### config.mk
export PLATFORM = sky130hd
export DESIGN_NAME = asp_uart
export DESIGN_NICKNAME = d
export VERILOG_FILES = /design/src/rtl/asp_pkg.sv /design/src/rtl/asp_uart.sv
export SDC_FILE = /design/constraint.sdc
export NUM_CORES = 1
export LEC_CHECK = 0
export BUFFER_PORTS_ARGS = -buffer_cell sky130_fd_sc_hd__buf_2
export CAP_MARGIN = 20
export CORE_MARGIN = 8
export CORE_UTILIZATION = 55
export CTS_CLUSTER_DIAMETER = 40
export DETAILED_ROUTE_END_ITERATION = 8
export HOLD_SLACK_MARGIN = 0.15
export PLACE_DENSITY_LB_ADDON = 0.3
export SYNTH_ARGS = -nofsm -noshare
export SYNTH_HDL_FRONTEND = slang
export SYNTH_SLANG_ARGS = --single-unit
### constraint.sdc
create_clock -name clk_i -period 2.59 [get_ports clk_i]
set_clock_uncertainty 0.2 [all_clocks]
set_input_delay 0 -clock clk_i [delete_from_list [all_inputs] [get_ports clk_i]]
set_output_delay 0 -clock clk_i [all_outputs]
set_load 0.05 [all_outputs]
### src/rtl/asp_pkg.sv
// package: register map, field layout and timing for the serial port
package asp_pkg;

  // register word offsets (byte address = index * 4, printed offsets odd)
  localparam logic [15:0] SEL_IDX   = 16'h1F90;
  localparam logic [15:0] STAT_IDX  = 16'h1F91;
  localparam logic [15:0] CTL2_IDX  = 16'h1F92;
  localparam logic [15:0] BUF_IDX   = 16'h1F93;
  localparam logic [15:0] CTL1_IDX  = 16'h1F94;
  localparam logic [15:0] TMR_IDX   = 16'h1F95;

  // control one, control two and route select field positions
  localparam int CTL1_TXE   = 7;
  localparam int CTL1_RXE   = 6;
  localparam int CTL1_TRANSMIT_STOP_LENGTH  = 5;
  localparam int CTL1_EVEN  = 4;
  localparam int CTL1_PE    = 3;
  localparam int CTL2_STOPR = 0;
  localparam int SEL_RX     = 0;
  localparam int SEL_TX     = 1;

  // status field positions
  localparam int ST_PARITY_ERROR_FLAG = 7;
  localparam int ST_FRAMING_ERROR_FLAG = 6;
  localparam int ST_OVERRUN_FLAG = 5;
  localparam int ST_RECEIVE_FULL_FLAG = 4;
  localparam int ST_TRANSMIT_END_FLAG = 3;
  localparam int ST_TRANSMIT_EMPTY_FLAG = 2;

  // reset values
  localparam logic [7:0] CTL1_RST = 8'h00;
  localparam logic [7:0] BUF_RST  = 8'h00;
  localparam logic [7:0] TMR_RST  = 8'h01;

  // baud divider codes and phases per bit
  localparam logic [2:0] BRG_TMR4   = 3'h6;
  localparam logic [3:0] PHASES_MAX = 4'hF;
  localparam logic [3:0] SAMP_A     = 4'h7;
  localparam logic [3:0] SAMP_B     = 4'h8;
  localparam logic [3:0] SAMP_C     = 4'h9;

  // receive and transmit frame phases
  typedef enum logic [2:0] {
    ASP_IDLE, ASP_START, ASP_DATA, ASP_PAR, ASP_STOP1, ASP_STOP2
  } asp_frame_t;

  // wishbone request bundle
  typedef struct packed {
    logic        cyc;
    logic        stb;
    logic        we;
    logic [17:0] adr;
    logic [7:0]  dat;
  } asp_wb_req_t;

endpackage

### src/rtl/asp_uart.sv
// async serial port: status, buffers, pin routing, framing, sampling
//
// Chosen here: register access over Wishbone.
`timescale 1ns/100ps
// Functional notes
// - status bits 7..2: parity, framing, overrun, rx full, tx end, empty
// - pin-route bits pick receive and transmit pin choice a or b
// - frame: low start, data, optional parity, one or two high stops
// - baud code 110 uses timer-4 event over compare value, baud is that clock over 16
// - idle receiver samples line per baud tick, low means start
// - each bit sampled at phases 7,8,9 with two-of-three majority
// - buffer write after status read clears empty and starts shifting
// - shift start sets empty flag and pulses transmit interrupt
// - transmit pin high when disabled or until first byte written
// - write without prior status read leaves empty set, no transmit
// - stop received: load buffer, set full flag, pulse rx interrupt
// - frame into full buffer sets overrun, data discarded
// - no reception while overrun flag stays set
// - parity mismatch sets parity error flag
// - stop bit sampled low sets framing error flag
// - buffer read after status read clears four receive flags
// - overrun set after the status read survives that buffer read
// - tx end set when frame done and buffer empty, cleared on start
// - receive disable takes effect when current reception ends
// - transmitter sends one or two stop bits per stop-length bit
// - parity-add enables parity bit, parity-type picks odd or even
// - baud codes: fc/13..fc/416, timer-4 for 110, fc/96 for 111
// - receiver expects one or two stops per receive stop-length bit
// - baud clock and parity shared by transmit and receive
module asp_uart (
  // clock and reset
  input  wire logic        clk_i,
  input  wire logic        rst_i,
  // wishbone slave
  input  wire logic        cyc_i,
  input  wire logic        stb_i,
  input  wire logic        we_i,
  input  wire logic [17:0] adr_i,
  input  wire logic [7:0]  dat_i,
  output logic      [7:0]  dat_o,
  output logic             ack_o,
  output logic             err_o,
  // timer and interrupts
  input  wire logic        timer_four_event_i,
  output logic             transmit_interrupt_o,
  output logic             receive_interrupt_o,
  // serial pins
  input  wire logic        receive_pin_a_i,
  input  wire logic        receive_pin_b_i,
  output logic             transmit_pin_a_o,
  output logic             transmit_pin_b_o
);

  ////////////////////////////////////////////////////////////////////////
  // registers and state
  asp_pkg::asp_wb_req_t req;
  logic [7:0]  ctl1;
  logic        receive_stop_length;
  logic [1:0]  pin_route_select;
  logic [7:0]  timer_four_compare_value;
  logic        parity_error_flag, framing_error_flag, overrun_flag;
  logic        receive_full_flag, transmit_end_flag, transmit_empty_flag;
  logic [7:0]  receive_holding_buffer, transmit_holding_buffer;
  logic        stat_seen_rx, stat_seen_tx, ovr_at_stat;
  logic        tx_pending;
  logic [8:0]  div_cnt;
  logic [7:0]  tmr_cnt;
  logic        tick;
  logic [1:0]  rx_meta_a, rx_meta_b;
  logic        rx_line;
  asp_pkg::asp_frame_t rx_st, tx_st;
  logic [3:0]  rx_ph, tx_ph;
  logic [2:0]  rx_bit, tx_bit;
  logic [7:0]  rx_sh, tx_sh;
  logic [2:0]  rx_smp;
  logic        rx_par_bad, rx_stop_bad, tx_line, tx_par;
  logic        acc, rd_stat, rd_buf, wr_buf, wr_ctl1, rx_en_live;
  logic        rx_done, rx_decided;
  logic [8:0]  brg_limit;

  assign req = '{cyc: cyc_i, stb: stb_i, we: we_i, adr: adr_i, dat: dat_i};

  // word index decode, low two bits are the byte within a word
  function automatic logic hit(input logic [17:0] a, input logic [15:0] idx);
    hit = (a[17:2] == idx);
  endfunction

  // two-of-three vote
  function automatic logic vote(input logic [2:0] s);
    vote = (s[0] & s[1]) | (s[1] & s[2]) | (s[0] & s[2]);
  endfunction

  assign acc     = req.cyc & req.stb & ~ack_o & ~err_o;
  assign rd_stat = acc & ~req.we & hit(req.adr, asp_pkg::STAT_IDX);
  assign rd_buf  = acc & ~req.we & hit(req.adr, asp_pkg::BUF_IDX);
  assign wr_buf  = acc & req.we & hit(req.adr, asp_pkg::BUF_IDX);
  assign wr_ctl1 = acc & req.we & hit(req.adr, asp_pkg::CTL1_IDX);

  ////////////////////////////////////////////////////////////////////////
  // bus answer: one cycle after the request, unmapped gets err
  always_ff @(posedge clk_i) begin
    if (rst_i) begin
      ack_o <= 1'b0;
      err_o <= 1'b0;
      dat_o <= 8'h00;
    end else begin
      ack_o <= 1'b0;
      err_o <= 1'b0;
      if (acc) begin
        if (hit(req.adr, asp_pkg::SEL_IDX) | hit(req.adr, asp_pkg::STAT_IDX) |
            hit(req.adr, asp_pkg::CTL2_IDX) | hit(req.adr, asp_pkg::BUF_IDX) |
            hit(req.adr, asp_pkg::CTL1_IDX) | hit(req.adr, asp_pkg::TMR_IDX))
          ack_o <= 1'b1;
        else
          err_o <= 1'b1;
        dat_o <= 8'h00;
        if (!req.we) begin
          if (hit(req.adr, asp_pkg::STAT_IDX))
            dat_o <= {parity_error_flag, framing_error_flag, overrun_flag,
                      receive_full_flag, transmit_end_flag,
                      transmit_empty_flag, 2'b00};
          if (hit(req.adr, asp_pkg::SEL_IDX))
            dat_o <= {6'h00, pin_route_select};
          if (hit(req.adr, asp_pkg::BUF_IDX))
            dat_o <= receive_holding_buffer;
        end
      end
    end
  end

  ////////////////////////////////////////////////////////////////////////
  // writable configuration; control one is write only on the port
  always_ff @(posedge clk_i) begin
    if (rst_i) begin
      ctl1                     <= asp_pkg::CTL1_RST;
      receive_stop_length      <= 1'b0;
      pin_route_select         <= 2'b00;
      timer_four_compare_value <= asp_pkg::TMR_RST;
    end else if (acc & req.we) begin
      if (wr_ctl1)
        ctl1 <= req.dat;
      if (hit(req.adr, asp_pkg::CTL2_IDX))
        receive_stop_length <= req.dat[asp_pkg::CTL2_STOPR];
      if (hit(req.adr, asp_pkg::SEL_IDX))
        pin_route_select <= req.dat[1:0];
      if (hit(req.adr, asp_pkg::TMR_IDX))
        timer_four_compare_value <= req.dat;
    end
  end

  ////////////////////////////////////////////////////////////////////////
  // transfer clock: phase tick, shared by both directions
  // divider per code
  always_comb begin
    case (ctl1[2:0])
      3'h0:    brg_limit = 9'd13;
      3'h1:    brg_limit = 9'd26;
      3'h2:    brg_limit = 9'd52;
      3'h3:    brg_limit = 9'd104;
      3'h4:    brg_limit = 9'd208;
      3'h5:    brg_limit = 9'd416;
      default: brg_limit = 9'd96;
    endcase
  end

  // one tick for both; tick is a receive phase
  always_ff @(posedge clk_i) begin
    if (rst_i) begin
      div_cnt <= 9'h000;
      tmr_cnt <= 8'h00;
      tick    <= 1'b0;
    end else if (ctl1[2:0] == asp_pkg::BRG_TMR4) begin
      // timer match divided by compare value gives transfer clock
      div_cnt <= 9'h000;
      tick    <= 1'b0;
      if (timer_four_event_i) begin
        if (tmr_cnt + 8'h01 >= timer_four_compare_value) begin
          tmr_cnt <= 8'h00;
          tick    <= 1'b1;
        end else
          tmr_cnt <= tmr_cnt + 8'h01;
      end
    end else begin
      tmr_cnt <= 8'h00;
      tick    <= (div_cnt == brg_limit - 9'd1);
      div_cnt <= (div_cnt == brg_limit - 9'd1) ? 9'h000 : div_cnt + 9'd1;
    end
  end

  ////////////////////////////////////////////////////////////////////////
  // pin synchronisers, then route select
  always_ff @(posedge clk_i) begin
    if (rst_i) begin
      rx_meta_a <= 2'b11;
      rx_meta_b <= 2'b11;
    end else begin
      rx_meta_a <= {rx_meta_a[0], receive_pin_a_i};
      rx_meta_b <= {rx_meta_b[0], receive_pin_b_i};
    end
  end
  assign rx_line = pin_route_select[asp_pkg::SEL_RX] ? rx_meta_b[1]
                                                     : rx_meta_a[1];

  ////////////////////////////////////////////////////////////////////////
  // receiver; disable is latched only between frames
  always_ff @(posedge clk_i) begin
    if (rst_i)
      rx_en_live <= 1'b0;
    else if (rx_st == asp_pkg::ASP_IDLE)
      rx_en_live <= ctl1[asp_pkg::CTL1_RXE];
  end

  assign rx_decided = tick & (rx_ph == asp_pkg::SAMP_C);

  always_ff @(posedge clk_i) begin
    if (rst_i) begin
      rx_st       <= asp_pkg::ASP_IDLE;
      rx_ph       <= 4'h0;
      rx_bit      <= 3'h0;
      rx_sh       <= 8'h00;
      rx_smp      <= 3'h0;
      rx_par_bad  <= 1'b0;
      rx_stop_bad <= 1'b0;
      rx_done     <= 1'b0;
    end else begin
      rx_done <= 1'b0;
      if (tick) begin
        rx_ph <= rx_ph + 4'h1;
        if (rx_ph == asp_pkg::SAMP_A || rx_ph == asp_pkg::SAMP_B)
          rx_smp <= {rx_smp[1:0], rx_line};
      end
      case (rx_st)
        asp_pkg::ASP_IDLE: begin
          rx_ph <= 4'h0;
          if (tick & ~rx_line & rx_en_live & ~overrun_flag) begin
            rx_st       <= asp_pkg::ASP_START;
            rx_ph       <= 4'h1;
            rx_stop_bad <= 1'b0;
            rx_par_bad  <= 1'b0;
          end
        end
        asp_pkg::ASP_START:
          if (rx_decided) begin
            if (vote({rx_smp[1:0], rx_line}))
              rx_st <= asp_pkg::ASP_IDLE; // glitch, not a start
            else begin
              rx_st  <= asp_pkg::ASP_DATA;
              rx_bit <= 3'h0;
            end
          end
        asp_pkg::ASP_DATA:
          if (rx_decided) begin
            rx_sh  <= {vote({rx_smp[1:0], rx_line}), rx_sh[7:1]};
            rx_bit <= rx_bit + 3'h1;
            if (rx_bit == 3'h7)
              rx_st <= ctl1[asp_pkg::CTL1_PE] ? asp_pkg::ASP_PAR
                                              : asp_pkg::ASP_STOP1;
          end
        asp_pkg::ASP_PAR:
          if (rx_decided) begin
            // parity check, even sets xor to zero
            rx_par_bad <= (^rx_sh ^ vote({rx_smp[1:0], rx_line}))
                          != ~ctl1[asp_pkg::CTL1_EVEN];
            rx_st <= asp_pkg::ASP_STOP1;
          end
        asp_pkg::ASP_STOP1:
          if (rx_decided) begin
            rx_stop_bad <= ~vote({rx_smp[1:0], rx_line});
            if (receive_stop_length)
              rx_st <= asp_pkg::ASP_STOP2;
            else begin
              rx_st   <= asp_pkg::ASP_IDLE;
              rx_done <= 1'b1;
            end
          end
        asp_pkg::ASP_STOP2:
          if (rx_decided) begin
            rx_stop_bad <= rx_stop_bad | ~vote({rx_smp[1:0], rx_line});
            rx_st       <= asp_pkg::ASP_IDLE;
            rx_done     <= 1'b1;
          end
        default: rx_st <= asp_pkg::ASP_IDLE;
      endcase
    end
  end

  ////////////////////////////////////////////////////////////////////////
  // receive flags; hardware set wins over software clear
  always_ff @(posedge clk_i) begin
    if (rst_i) begin
      stat_seen_rx <= 1'b0;
      ovr_at_stat  <= 1'b0;
    end else if (rd_stat) begin
      stat_seen_rx <= 1'b1;
      ovr_at_stat  <= overrun_flag;
    end else if (rd_buf)
      stat_seen_rx <= 1'b0;
  end

  always_ff @(posedge clk_i) begin
    if (rst_i) begin
      parity_error_flag      <= 1'b0;
      framing_error_flag     <= 1'b0;
      overrun_flag           <= 1'b0;
      receive_full_flag      <= 1'b0;
      receive_holding_buffer <= asp_pkg::BUF_RST;
      receive_interrupt_o    <= 1'b0;
    end else begin
      receive_interrupt_o <= 1'b0;
      // clear on status then buffer read
      if (rd_buf & stat_seen_rx) begin
        parity_error_flag  <= 1'b0;
        framing_error_flag <= 1'b0;
        receive_full_flag  <= 1'b0;
        if (ovr_at_stat)
          overrun_flag <= 1'b0;
      end
      if (rx_done) begin
        if (receive_full_flag & ~(rd_buf & stat_seen_rx))
          overrun_flag <= 1'b1;
        else begin
          receive_holding_buffer <= rx_sh;
          receive_full_flag      <= 1'b1;
          receive_interrupt_o    <= 1'b1;
          if (rx_par_bad)
            parity_error_flag <= 1'b1;
          if (rx_stop_bad)
            framing_error_flag <= 1'b1;
        end
      end
    end
  end

  ////////////////////////////////////////////////////////////////////////
  // transmit buffer write; refused without prior status read
  always_ff @(posedge clk_i) begin
    if (rst_i)
      stat_seen_tx <= 1'b0;
    else if (rd_stat)
      stat_seen_tx <= 1'b1;
    else if (wr_buf)
      stat_seen_tx <= 1'b0;
  end

  always_ff @(posedge clk_i) begin
    if (rst_i) begin
      transmit_holding_buffer <= asp_pkg::BUF_RST;
      tx_pending              <= 1'b0;
    end else begin
      if (wr_buf & stat_seen_tx) begin
        transmit_holding_buffer <= req.dat;
        tx_pending              <= 1'b1;
      end else if (tx_st == asp_pkg::ASP_IDLE & tick & tx_pending &
                   ctl1[asp_pkg::CTL1_TXE])
        tx_pending <= 1'b0;
    end
  end

  ////////////////////////////////////////////////////////////////////////
  // transmitter: bit period is sixteen ticks
  always_ff @(posedge clk_i) begin
    if (rst_i) begin
      tx_st                <= asp_pkg::ASP_IDLE;
      tx_ph                <= 4'h0;
      tx_bit               <= 3'h0;
      tx_sh                <= 8'h00;
      tx_par               <= 1'b0;
      tx_line              <= 1'b1;
      transmit_empty_flag  <= 1'b1;
      transmit_end_flag    <= 1'b1;
      transmit_interrupt_o <= 1'b0;
    end else begin
      transmit_interrupt_o <= 1'b0;
      if (wr_buf & stat_seen_tx)
        transmit_empty_flag <= 1'b0;
      if (tick)
        tx_ph <= tx_ph + 4'h1;
      case (tx_st)
        asp_pkg::ASP_IDLE: begin
          tx_line <= 1'b1;
          tx_ph   <= 4'h0;
          if (tick & tx_pending & ctl1[asp_pkg::CTL1_TXE]) begin
            tx_sh                <= transmit_holding_buffer;
            tx_par               <= ^transmit_holding_buffer ^
                                    ~ctl1[asp_pkg::CTL1_EVEN];
            transmit_empty_flag  <= 1'b1;
            transmit_interrupt_o <= 1'b1;
            transmit_end_flag    <= 1'b0;
            tx_line <= 1'b0;
            tx_st   <= asp_pkg::ASP_START;
          end
        end
        asp_pkg::ASP_START:
          if (tick & tx_ph == asp_pkg::PHASES_MAX) begin
            tx_st   <= asp_pkg::ASP_DATA;
            tx_bit  <= 3'h0;
            tx_line <= tx_sh[0];
          end
        asp_pkg::ASP_DATA:
          if (tick & tx_ph == asp_pkg::PHASES_MAX) begin
            tx_sh  <= {1'b0, tx_sh[7:1]};
            tx_bit <= tx_bit + 3'h1;
            if (tx_bit != 3'h7)
              tx_line <= tx_sh[1];
            else if (ctl1[asp_pkg::CTL1_PE]) begin
              tx_line <= tx_par;
              tx_st   <= asp_pkg::ASP_PAR;
            end else begin
              tx_line <= 1'b1;
              tx_st   <= asp_pkg::ASP_STOP1;
            end
          end
        asp_pkg::ASP_PAR:
          if (tick & tx_ph == asp_pkg::PHASES_MAX) begin
            tx_line <= 1'b1;
            tx_st   <= asp_pkg::ASP_STOP1;
          end
        asp_pkg::ASP_STOP1:
          if (tick & tx_ph == asp_pkg::PHASES_MAX) begin
            if (ctl1[asp_pkg::CTL1_TRANSMIT_STOP_LENGTH])
              tx_st <= asp_pkg::ASP_STOP2;
            else begin
              tx_st             <= asp_pkg::ASP_IDLE;
              transmit_end_flag <= ~tx_pending;
            end
          end
        asp_pkg::ASP_STOP2:
          if (tick & tx_ph == asp_pkg::PHASES_MAX) begin
            tx_st             <= asp_pkg::ASP_IDLE;
            transmit_end_flag <= ~tx_pending;
          end
        default: tx_st <= asp_pkg::ASP_IDLE;
      endcase
    end
  end

  ////////////////////////////////////////////////////////////////////////
  // output pins, unselected pin stays at idle high
  always_ff @(posedge clk_i) begin
    if (rst_i) begin
      transmit_pin_a_o <= 1'b1;
      transmit_pin_b_o <= 1'b1;
    end else begin
      transmit_pin_a_o <= pin_route_select[asp_pkg::SEL_TX] ? 1'b1 : tx_line;
      transmit_pin_b_o <= pin_route_select[asp_pkg::SEL_TX] ? tx_line : 1'b1;
    end
  end

endmodule // asp_uart

Word level (Yosys, flattened, before mapping)
Index checks and enable logic that the tools add are counted.
{"block": "op_classes", "n_addsub": 7, "multipliers": 0, "n_div": 0, "magnitude_cmp": 1, "n_eq_ne": 46, "shifts": 0, "mux": 92, "bitwise_logic": 50, "n_reduce_logical": 42}
{"operator": "$eq A16 B13 Y1 const B", "count": 6}
{"operator": "$mux W3", "count": 21}
{"operator": "$mux W8", "count": 7}
{"operator": "$pmux W9 S6", "count": 1}
{"operator": "$mux W1", "count": 50}
{"operator": "$pmux W3 S6", "count": 2}
{"operator": "$ne A2 B2 Y1 const B", "count": 14}
{"operator": "$and A1 B1 Y1", "count": 25}
{"operator": "$eq A3 B3 Y1 const B", "count": 8}
{"operator": "$eq A3 B2 Y1 const B", "count": 6}
{"operator": "$pmux W8 S2", "count": 1}
{"operator": "$reduce_and A2 Y1", "count": 8}
{"operator": "$reduce_bool A2 Y1", "count": 8}
{"operator": "$reduce_xor A8 Y1", "count": 2}
{"operator": "$not A1 Y1", "count": 15}
{"operator": "$reduce_and A7 Y1", "count": 2}
{"operator": "$reduce_or A2 Y1", "count": 7}
{"operator": "$eq A4 B4 Y1 const B", "count": 3}
{"operator": "$pmux W3 S2", "count": 2}
{"operator": "$reduce_and A4 Y1", "count": 3}
{"operator": "$add A9 B1 Y9 const B", "count": 1}
{"operator": "$eq A3 B1 Y1 const B", "count": 3}
{"operator": "$eq A9 B9 Y1", "count": 1}
{"operator": "$logic_not A3 Y1", "count": 3}
{"operator": "other kinds (22)", "count": 39}
{"block": "totals", "reg_bits": 125, "latchBits": 0, "ram_bits": 0, "mem_bits_ro": 0, "input_bits": 34, "out_inout_bits": 14, "wordCells": 281, "n_memories": 0}

Longest topological paths before layout
Gate-level depths: netlist of run 1.
{"block": "depth", "depth_word": 10, "mapped_depth": 10, "depth_no_buf": 10}

Worst setup path after synthesis of run 1
No wires, ideal clock.
{"block": "synth_timing", "path_kind": "flip-flop to flip-flop", "from": "reg tmr_cnt[2]", "to": "reg tmr_cnt[0]", "setup_time_ns": 0.121, "arrival_time_ns": 1.984, "required_ns": 2.269, "slack_ns": 0.285, "path_stages_with_launch": 11, "path_buffers": 0, "period_less_slack_ns": 2.305, "cell_sequence": "dfxtp_1 -> and3_1 -> and3_1 -> nand3_1 -> xnor2_1 -> ha_1 -> nand2_1 -> nor4b_1 -> a21oi_1 -> nand2_1 -> nor2_1"}
{"block": "synth_between", "elab_chain_cells": 3}
{"item": "start, declared", "line": "asp_uart.sv:67", "rtl": "logic [7:0] tmr_cnt;"}
{"item": "start signal, assigned", "line": "asp_uart.sv:181", "rtl": "tmr_cnt <= tmr_cnt + 8'h01;"}
{"item": "$add A8 B1 Y8", "line": "asp_uart.sv:177", "rtl": "if (tmr_cnt + 8'h01 >= timer_four_compare_value) begin"}
{"item": "$ge A8 B8 Y1", "line": "asp_uart.sv:177"}
{"item": "$mux W8", "line": "asp_uart.sv:177"}
Every way passes these cells.
A chain may end at the register's enable or synchronous reset.

Final worst setup path of run 1
{"block": "layout_timing", "from": "in stb_i", "to": "reg ctl1[1]"}
{"block": "layout_between", "elab_chain_cells": 6}
{"item": "start, declared", "line": "asp_uart.sv:36", "rtl": "input wire logic stb_i,"}
{"item": "$and A1 B1 Y1 (*) (3 in series)", "line": "asp_uart.sv:93", "rtl": "assign acc = req.cyc & req.stb & ~ack_o & ~err_o;"}
{"item": "$and A1 B1 Y1 (*)", "line": "asp_uart.sv:97, asp_uart.sv:139"}
{"item": "$and A1 B1 Y1", "line": "asp_uart.sv:97", "rtl": "assign wr_ctl1 = acc & req.we & hit(req.adr, asp_pkg::CTL1_IDX);"}
{"item": "$reduce_and A2 Y1 (no line) (*)"}
{"item": "end signal, assigned", "line": "asp_uart.sv:135", "rtl": "ctl1 <= asp_pkg::CTL1_RST;"}
{"item": "end signal, assigned", "line": "asp_uart.sv:141", "rtl": "ctl1 <= req.dat;"}
{"item": "end, declared", "line": "asp_uart.sv:57", "rtl": "logic [7:0] ctl1;"}
Mark *: on every way between the ends. The rest lies on a longest branch, timed or not.

==> results.cfg, run 1 <==
[power]
switching_share_pct = 21.77
comb_power_share_pct = 3.9
p_int_uw = 3536
ir_worst_vdd_mv = 0.3834
pwr-share-seq_pct = 43.0
power_density_nw_per_um2 = 607.0
clkPwrFrac_pct = 53.1
switching_power_uw = 983.7
power.leakage_uw = 0.002896

[placement]
port_buffers = 45
place_congestion = 0.8118
dp_cells = 850
post_dp_cell_area_um2 = 6287
hpwl_um = 9297

[clock_network]
ctsHtreeMaxLevel = 4
numCtsBuffers = 17
clkSinkCount = 125
clk_pin_slew_ps = 60
cts_tree = built
worstSkewPairLatency_ps = 530
clockRootBuffer = clkbuf_8
cts_buffer_depth = 2

[detailed_routing]
routedWlPerCell_um = 15.42
drc_errors = 0
wirelength_um = 14390
ant_nets = 0
routed_via_density = 5.671
drtIter0Drc = 375
firstDrtPassIters = 7
vias = 5291

[timing]
period_share_pct = 97.90
finalSetupTns_ps = 0
fmax_ghz = 0.3944
finalMaxSlewViolations = 0
holdWs_ps = 176.8
relSlewSlack_pct = 53.42
tightest_slew_ps = 696.1
setup_viol = 0
final-hold-violation-count = 0
finalWorstPathRequiredPeriod_ps = 2536

[worst_setup_path]
reg2reg_from = tmr_cnt[1]
cp_num_buf_inv = 5
worstRegToRegCells = 10
rr_endpoint = tmr_cnt[5]
cp_common_cell = dlygate4sd3_1
worstPathArrival_ps = 2740
path_cells = dlygate4sd3_1 -> buf_2 -> nand2_1 -> dlygate4sd3_1 -> nor3_2 -> nand4_1 -> nor2_4 -> buf_12 -> mux2i_1 -> dlygate4sd3_1 -> nor2_1
crit_end = ctl1[1]
critPathCaptureType = flop
critPathTopFamily = buffers and inverters
critPathMaxStageDelay_ps = 570
start_kind = primary input
crit_fanout = 8
r2r_slack_ps = 160
slowest_stage = dlygate4sd3_1
crit_start = stb_i
required_ps = 2790
crit_type = primary input to flop
cp_num_cells = 11

[global_routing]
grt_pass1_wl_um = 24020
antenna_found_initial = 0
grt_overflow = 0
grt_pass1_vias = 5086
grt_use_total_pct = 20.25
grt_max_degree = 58

[layout]
fin_cells = 933
layout-drive-gt1-share_pct = 15.64
diodes = 0
area_delta_synth_final_pct = 26.05
stdcell_area_um2 = 7446
fill_cells = 790
fin_nets = 832

[yosys]
synth_top_cell_by_area = dfxtp_1
syn_inst = 684
async_flop_share_pct = 0
ys_seq_elements = 125
synth_edf_count = 0
yosysTopAreaCellShare_pct = 42.36
seq_area_frac_synth_pct = 42.36
yosysUniqueCellTypes = 58
avgSynthCellArea_um2 = 8.636
yosys_warnings = 0
synth_area_leaders = dfxtp_1, mux2i_1, nor2_1, ha_1, nand2_1
syn-num-nets = 736
synth.cell_area_um2 = 5907
ys.flop_type = dfxtp_1

[die]
rows = 38
die_w_um = 119.6
fp.dieH_um = 119.6
start_util_pct = 55.46
fp.dieArea_um2 = 14310
core_um2 = 10650
pin_count = 48

[worst_hold_path]
hp-class = primary input to flop

[run]
maxCapViolCount = 0

[outcome]
status = complete, no violations
## cell usage after synthesis, drive strengths merged (11+ instances only)
cell and number:
xnor2 24, nand2 57, a21oi 34, mux2i 43
ha 18, dfxtp 125, xor2 22, nor2 105
clkbuf 31, a22oi 11, nor3 20, o21ai 23
inv 23, nand3 33
## how the worst min path moves through the flow
| stage | start | to | slack [ps] | cells after the start |
|---|---|---|---|---|
| 4_1_cts | adr_i[15] | ctl1[6] | 50 | 7 |
| 3_5_place_dp | receive_pin_b_i | rx_meta_b[0] | -10 | 2 |
| 3_3_place_gp | receive_pin_b_i | rx_meta_b[0] | -10 | 2 |
| 2_1_floorplan | receive_pin_a_i | rx_meta_a[0] | -100 | 1 |
| 5_1_grt | rx_meta_b[0] | rx_meta_b[1] | 230 | 1 |
| 6_report | adr_i[16] | ctl1[6] | 180 | 8 |
## registers in the layout (all words and copies together) (netlist names), 3 cells and up
signal and count:
rx_ph 4, rx_sh 8, tx_ph 4, receive_holding_buffer 8, div_cnt 9, rx_bit 3, dat_o 8, transmit_holding_buffer 8
tx_bit 3, tx_st 3, ctl1 8, rx_st 3, tx_sh 8, timer_four_compare_value 8, tmr_cnt 8
## power groups by stage
stage	Combinational, uW	Sequential, uW	Clock [uW]
after floorplan	71.8	1980	0
after global routing	195	1940	2520
after CTS	169	1940	2430
final	178	1940	2400
after detailed placement	123	1980	0
after global placement	120	1980	0
## layout make-up
| type | instances | area, um2 | area share [%] |
|---|---|---|---|
| flip-flops and latches | 125 | 2505 | 33.64 |
| repair buffers | 113 | 870.8 | 11.70 |
| well taps | 140 | 175.2 | 2.353 |
| inverters | 24 | 90.09 | 1.210 |
| clock inverters | 13 | 165.2 | 2.218 |
| clock buffers | 19 | 441.7 | 5.932 |
| multi-input cells | 499 | 3198 | 42.95 |
## worst min-delay path, stage by stage
cell and delay, ps:
buf_2 90, or4b_1 150, nor4_4 70, nand4_1 160
nor2_4 60, buf_12 140, mux2i_1 110, nor2_1 70
## layout by cell type, fill, tap and decap left out, types with 3 or more instances in the layout
| master | count |
|---|---|
| clkinvlp_4 | 4 |
| nand3_1 | 31 |
| and4_1 | 3 |
| bufinv_16 | 3 |
| a21oi_1 | 33 |
| buf_2 | 45 |
| nand2b_1 | 10 |
| nand2_1 | 56 |
| or2_2 | 5 |
| nor4_1 | 5 |
| mux2_2 | 7 |
| dlygate4sd3_1 | 47 |
| and3_1 | 3 |
| o21ai_0 | 21 |
| a31oi_1 | 3 |
| a311oi_1 | 7 |
| a22oi_1 | 11 |
| ha_1 | 18 |
| buf_4 | 19 |
| dfxtp_1 | 123 |
| inv_1 | 23 |
| nor2b_1 | 3 |
| clkbuf_8 | 3 |
| nand3b_1 | 5 |
| a21o_1 | 5 |
| nor2_1 | 103 |
| xor2_1 | 22 |
| o211ai_1 | 6 |
| mux2i_1 | 43 |
| clkbuf_16 | 16 |
| nor3_1 | 18 |
| or3_1 | 5 |
| clkinv_4 | 3 |
| xnor2_1 | 24 |
| nand4_1 | 8 |
| a211oi_1 | 4 |
## kinds of logic (layout without fill, tap and decap cells)
kind of cell    count (synthesis)  after routing  share of synthesized area, %
flops                         125            125                         42.36
xor+xnor                       46             46                         6.820
mux                            50             50                         8.621
buf+inv                        60            169                         4.024
simple gates                  275            275                         22.45
fa+ha+maj                      19             19                         3.982
compound gates                109            109                         11.74
## metrics by stage
step / total power, uW / setup WS (ps) / util (%)
floorplan: 2051 / 285.2 / -
finish: 4519 / 54.36 / 69.91
global route: 4661 / -81.53 / 69.91
global placement: 2102 / 156.2 / 59.03
detailed placement: 2105 / 30.06 / 59.03
CTS: 4538 / 27.08 / 69.24
## metal layers
metal | part of all wire (%) | global-route usage, % | wire (um) | up-vias
li1 | - | - | - | 2576
met1 | 43 | 24.96 | 6243 | 2529
met2 | 49 | 33.18 | 7014 | 162
met3 | 6.1 | 5.496 | 874 | 24
met4 | 1.8 | 7.572 | 256 | 0
met5 | 0 | 0 | 0 | -
## what timing repair did
item / 4_1_cts / 5_1_grt
setup buffers: 0 / 3
hold buffers: 48 / 2
setup endpoints to repair: 0 / 24
gates resized for setup: 0 / 11
hold endpoints to repair: 125 / 4
No activity file was read; power rests on OpenSTA's default activity.
==> inputs of run 2 (changes only) <==
--- a/config.mk
+++ b/config.mk
@@ -7,8 +7,10 @@
 export LEC_CHECK = 0
 export BUFFER_PORTS_ARGS = -buffer_cell sky130_fd_sc_hd__buf_2
 export CAP_MARGIN = 20
+export CELL_PAD_IN_SITES_DETAIL_PLACEMENT = 1
+export CELL_PAD_IN_SITES_GLOBAL_PLACEMENT = 2
 export CORE_MARGIN = 8
-export CORE_UTILIZATION = 55
+export CORE_UTILIZATION = 37
 export CTS_CLUSTER_DIAMETER = 40
 export DETAILED_ROUTE_END_ITERATION = 8
 export HOLD_SLACK_MARGIN = 0.15
==> run 2 against run 1 <==
Sequential share of layout area grew 0.36 points. Utilization shrank 23 points. First-iteration DRC count is 44% lower. Clock power barely moved. Hold slack got worse by 8.6 ps. Critical path type unchanged. Highest routed layer unchanged.
==> results.cfg, run 2 (synthesized netlist as in run 1, its figures left out) <==
[outcome]
status = complete, no violations

[clock_network]
clkSinkCount = 125
numCtsBuffers = 17
cts_buffer_depth = 2
ctsHtreeMaxLevel = 4
clk_pin_slew_ps = 50
clockRootBuffer = clkbuf_16
cts_tree = built
worstSkewPairLatency_ps = 420

[worst_setup_path]
rr_endpoint = pin_route_select[0]
worstRegToRegCells = 7
crit_end = receive_holding_buffer[2]
crit_start = adr_i[5]
reg2reg_from = ack_o
r2r_slack_ps = 200
worstPathArrival_ps = 2570
start_kind = primary input
crit_type = primary input to flop
crit_fanout = 10
critPathCaptureType = flop
required_ps = 2670

[timing]
period_share_pct = 96.01
final-hold-violation-count = 0
rsz0062_at_grt = false
tightest_slew_ps = 748.7
setup_viol = 0
finalWorstPathRequiredPeriod_ps = 2487
timing.final.ws_setup_ps = 103.5
finalMaxSlewViolations = 0
relSlewSlack_pct = 49.90
fmax_ghz = 0.4022

[global_routing]
grt_overflow = 0
grt_pass1_wl_um = 26560
antenna_found_initial = 0
grt_use_total_pct = 16.28
grt_pass1_vias = 5379
grt_max_degree = 40

[layout]
area_delta_synth_final_pct = 24.66
final_common_cell = dfxtp_1
fin_nets = 816
fill_cells = 1882
diodes = 0
top_register = div_cnt
fin_cells = 993
layout_common_cells = dfxtp_1, nor2_1, nand2_1, buf_2, mux2i_1
largest_reg_flops = 9
layout-drive-gt1-share_pct = 15.32

[power]
power.leakage_uw = 0.002848
power_density_nw_per_um2 = 615.4
total_power_uw = 4531
ir_worst_vdd_mv = 0.4473

[run]
maxCapViolCount = 0

[detailed_routing]
firstDrtPassIters = 4
ant_nets = 0
routedWlPerCell_um = 16.01
wirelength_um = 15890
routed_via_density = 5.157
drtIter0Drc = 210
vias = 5121
drc_errors = 0

[die]
core_um2 = 15770
start_util_pct = 37.46
fp.dieH_um = 142.4
pin_count = 48
fp.dieArea_um2 = 20260
die_w_um = 142.4
rows = 46

[worst_hold_path]
hp-class = primary input to flop

[placement]
place_congestion = 0.8154
pre_cts_slack_ps = -15.15
port_buffers = 45
dp_cells = 929
hpwl_um = 11240
## run 2: worst max-delay path, cell delays in order
cell and delay [ps]:
dlygate4sd3_1 540, buf_2 150, nor4_4 420, dlygate4sd3_1 650, nand3_2 100, a21boi_1 210
buf_4 240, mux2i_1 200, nor2_1 60
## run 2: layout make-up
| type | instances | area, um2 | share of cell area (%) |
|---|---|---|---|
| multi-input combinational | 499 | 3198 | 43.43 |
| clock buffer | 22 | 464.2 | 6.304 |
| tap | 216 | 270.3 | 3.670 |
| clock inverter | 10 | 138.9 | 1.886 |
| inverter | 24 | 90.09 | 1.223 |
| sequential | 125 | 2504 | 34.00 |
| timing repair buffer | 97 | 698.2 | 9.482 |
## run 2: worst min path at each step
stage                               start                         end  slack (ps)  depth (start not counted)
after floorplan           receive_pin_a_i                rx_meta_a[0]        -100                          1
after global placement    receive_pin_a_i                rx_meta_a[0]          -2                          2
after detailed placement  receive_pin_b_i                rx_meta_b[0]          -8                          2
after CTS                        dat_i[5]  transmit_holding_buffer[5]         190                          4
after global routing            adr_i[16]                     ctl1[7]         220                          7
final                           adr_i[16]                     ctl1[7]         170                          7
## run 2: per-layer routing
layer  part of all wire [%]  vias to the layer above  track usage, %
li1                       -                     2543               -
met1                     47                     2496           19.84
met2                     48                       67           26.96
met3                    3.3                       15           3.757
met4                    1.4                        0           7.047
met5                      0                        -               0
## run 2: per-stage QoR
stage          instance area (um2)  utilization (%)  hold WS (ps)  setup TNS (ps)
6_report                      7363            46.69         168.2               0
3_3_place_gp                  6407            40.63        -2.297               0
5_1_grt                       7363            46.69         215.3               0
2_1_floorplan                 5907                -        -96.19               0
4_1_cts                       7343            46.56         190.3               0
3_5_place_dp                  6407            40.63        -7.626          -32.37
## run 2: where the power goes
group	internal, uW	leakage, uW	switching [uW]	total [uW]
Sequential	1930	0.00101	9.31	1940
Clock	1560	0.000282	869	2430
Combinational	70.8	0.00156	89.7	160
Total	3560	0.00285	968	4530
## run 2: repair_timing
item | in CTS | in global routing
endpoints found under the hold margin | 89 | 7
pin swaps | 0 | 1
hold buffers | 32 | 1
endpoints found under the setup margin | 8 | 16
setup buffers | 0 | 0
resized for setup | 3 | 6
==> inputs of run 3 (changes only) <==
--- a/config.mk
+++ b/config.mk
@@ -9,6 +9,7 @@
 export CAP_MARGIN = 20
 export CELL_PAD_IN_SITES_DETAIL_PLACEMENT = 1
 export CELL_PAD_IN_SITES_GLOBAL_PLACEMENT = 2
+export CORE_ASPECT_RATIO = 1.25
 export CORE_MARGIN = 8
 export CORE_UTILIZATION = 37
 export CTS_CLUSTER_DIAMETER = 40
==> run 3 against run 2 <==
Count of clock-buffer cells in the layout down 1. Global-route usage up 0.091 points. Cell area about the same. Critical endpoint is now timer_four_compare_value[6]. Highest routed layer unchanged.
==> results.cfg, run 3 (synthesized netlist as in run 1, its figures left out) <==
[detailed_routing]
firstDrtPassIters = 5
drtIter0Drc = 179
ant_nets = 0
wirelength_um = 15970
drc_errors = 0
routed_via_density = 5.200
vias = 5132
routedWlPerCell_um = 16.18

[layout]
fin_cells = 987
final_common_cell = dfxtp_1
multi_input_area_um2 = 3194
fill_cells = 1830
area_delta_synth_final_pct = 24.70
layout-drive-gt1-share_pct = 15.61
post-route-util_pct = 47.11
layout_common_cells = dfxtp_1, nor2_1, nand2_1, buf_2, mux2i_1
diodes = 0
top_register = div_cnt
largest_reg_flops = 9
seq_area_um2 = 2504
fin_nets = 814

[worst_setup_path]
crit_end = timer_four_compare_value[6]
r2r_slack_ps = 180
reg2reg_from = tmr_cnt[1]
cp_num_buf_inv = 2
crit_type = primary input to flop
crit_fanout = 8
critPathMaxStageDelay_ps = 640
cp_num_cells = 8
crit_start = adr_i[15]
slowest_stage = dlygate4sd3_1
worstPathArrival_ps = 2580
critPathTopFamily = simple AND/OR/NAND/NOR gates
critPathCaptureType = flop
worstRegToRegCells = 10
rr_endpoint = tmr_cnt[1]
path_cells = buf_2 -> or4b_1 -> nor4_4 -> dlygate4sd3_1 -> nand4_1 -> or2_1 -> mux2i_1 -> nor2_1
start_kind = primary input
required_ps = 2680

[die]
pin_count = 48
fp.dieH_um = 157.3
start_util_pct = 37.78
core_um2 = 15630
die_w_um = 129.0
rows = 51
fp.dieArea_um2 = 20290

[power]
ir_worst_vdd_mv = 0.3417
pwr-share-seq_pct = 42.5
clkPwrFrac_pct = 54.1
p_int_uw = 3610
power_density_nw_per_um2 = 620.9
comb_power_share_pct = 3.5
switching_share_pct = 21.06
switching_power_uw = 963.2
total_power_uw = 4573
power.leakage_uw = 0.002851

[placement]
dp_cells = 923
hpwl_um = 11180
port_buffers = 45
pre_cts_slack_ps = -24.50
place_congestion = 0.8178

[clock_network]
cts_tree = built
worstSkewPairLatency_ps = 410
clkSinkCount = 125
numCtsBuffers = 17
clk_pin_slew_ps = 60
clockRootBuffer = clkbuf_16
ctsHtreeMaxLevel = 4
cts_buffer_depth = 2

[timing]
period_share_pct = 96.06
finalMaxSlewViolations = 0
rsz0062_at_grt = false
finalWorstPathRequiredPeriod_ps = 2488
fmax_ghz = 0.4020
relSlewSlack_pct = 49.47
timing.final.ws_setup_ps = 102.2
setup_viol = 0
tightest_slew_ps = 755.1
final-hold-violation-count = 0

[outcome]
status = complete, no violations

[global_routing]
grt_overflow = 0
grt_pass1_vias = 5344
grt_use_total_pct = 16.37
grt_pass1_wl_um = 26710
grt_max_degree = 102
antenna_found_initial = 0

[run]
maxCapViolCount = 0

[worst_hold_path]
hp-class = primary input to flop
-- run 3: changes by cell type in the layout (fill, tap and decap cells not counted), sizes merged --
| cell | delta |
|---|---|
| clkinvlp | -2 |
| clkinv | +3 |
| clkbuf | -1 |
| buf | -2 |
-- run 3: worst register-to-register path: cells and delay by family (launching register included) --
kind	cells	cell delay (ps)
AO/OA/AOI/OAI	1	120
XOR/XNOR	1	160
adder cells (fa/ha/maj)	1	280
flip-flops	1	360
AND/OR/NAND/NOR	7	1190
-- run 3: worst min path at each step --
stage                         start                     endpoint  slack [ps]  cells after the start
floorplan           receive_pin_a_i                 rx_meta_a[0]        -100                      1
global placement    receive_pin_a_i                 rx_meta_a[0]         -10                      2
detailed placement  receive_pin_b_i                 rx_meta_b[0]          -7                      2
CTS                        dat_i[2]   transmit_holding_buffer[2]         190                      4
global route               dat_i[5]  timer_four_compare_value[5]         220                      4
finish                     dat_i[2]   transmit_holding_buffer[2]         210                      4
-- run 3: stage by stage --
stage	hold WS, ps	instance area [um2]	TNS (ps)
final	208.6	7366	0
after global routing	216.5	7366	0
after CTS	190.4	7340	0
after detailed placement	-6.540	6397	-61.07
after global placement	-11.60	6397	0
after floorplan	-96.19	5907	0
-- run 3: timing repair --
action | in CTS | in global routing
gates cloned | 0 | 0
resized for setup | 1 | 8
endpoints found under the hold margin | 115 | 8
buffers inserted | 0 | 0
hold buffers | 32 | 1
setup endpoints to repair | 8 | 20
-- run 3: power by group through the flow --
stage,clock (uW),combinational (uW),sequential (uW)
finish,2470,159,1940
global route,2620,174,1940
detailed placement,0,128,1980
CTS,2540,158,1940
floorplan,0,71.8,1980
global placement,0,124,1980
-- run 3: final cells by class --
type | instances | share of cell area (%)
repair buffers | 95 | 9.411
clock buffers | 21 | 6.523
multi-input cells | 499 | 43.37
clock inverters | 11 | 1.886
flip-flops and latches | 125 | 33.99
inverters | 24 | 1.223
well taps | 212 | 3.601
-- run 3: metal layers --
metal	vias up	wire, um	track usage, %
li1	2536	-	-
met5	-	0	0
met3	18	539	3.724
met2	72	8113	28.90
met1	2506	7067	18.67
met4	0	246	6.338
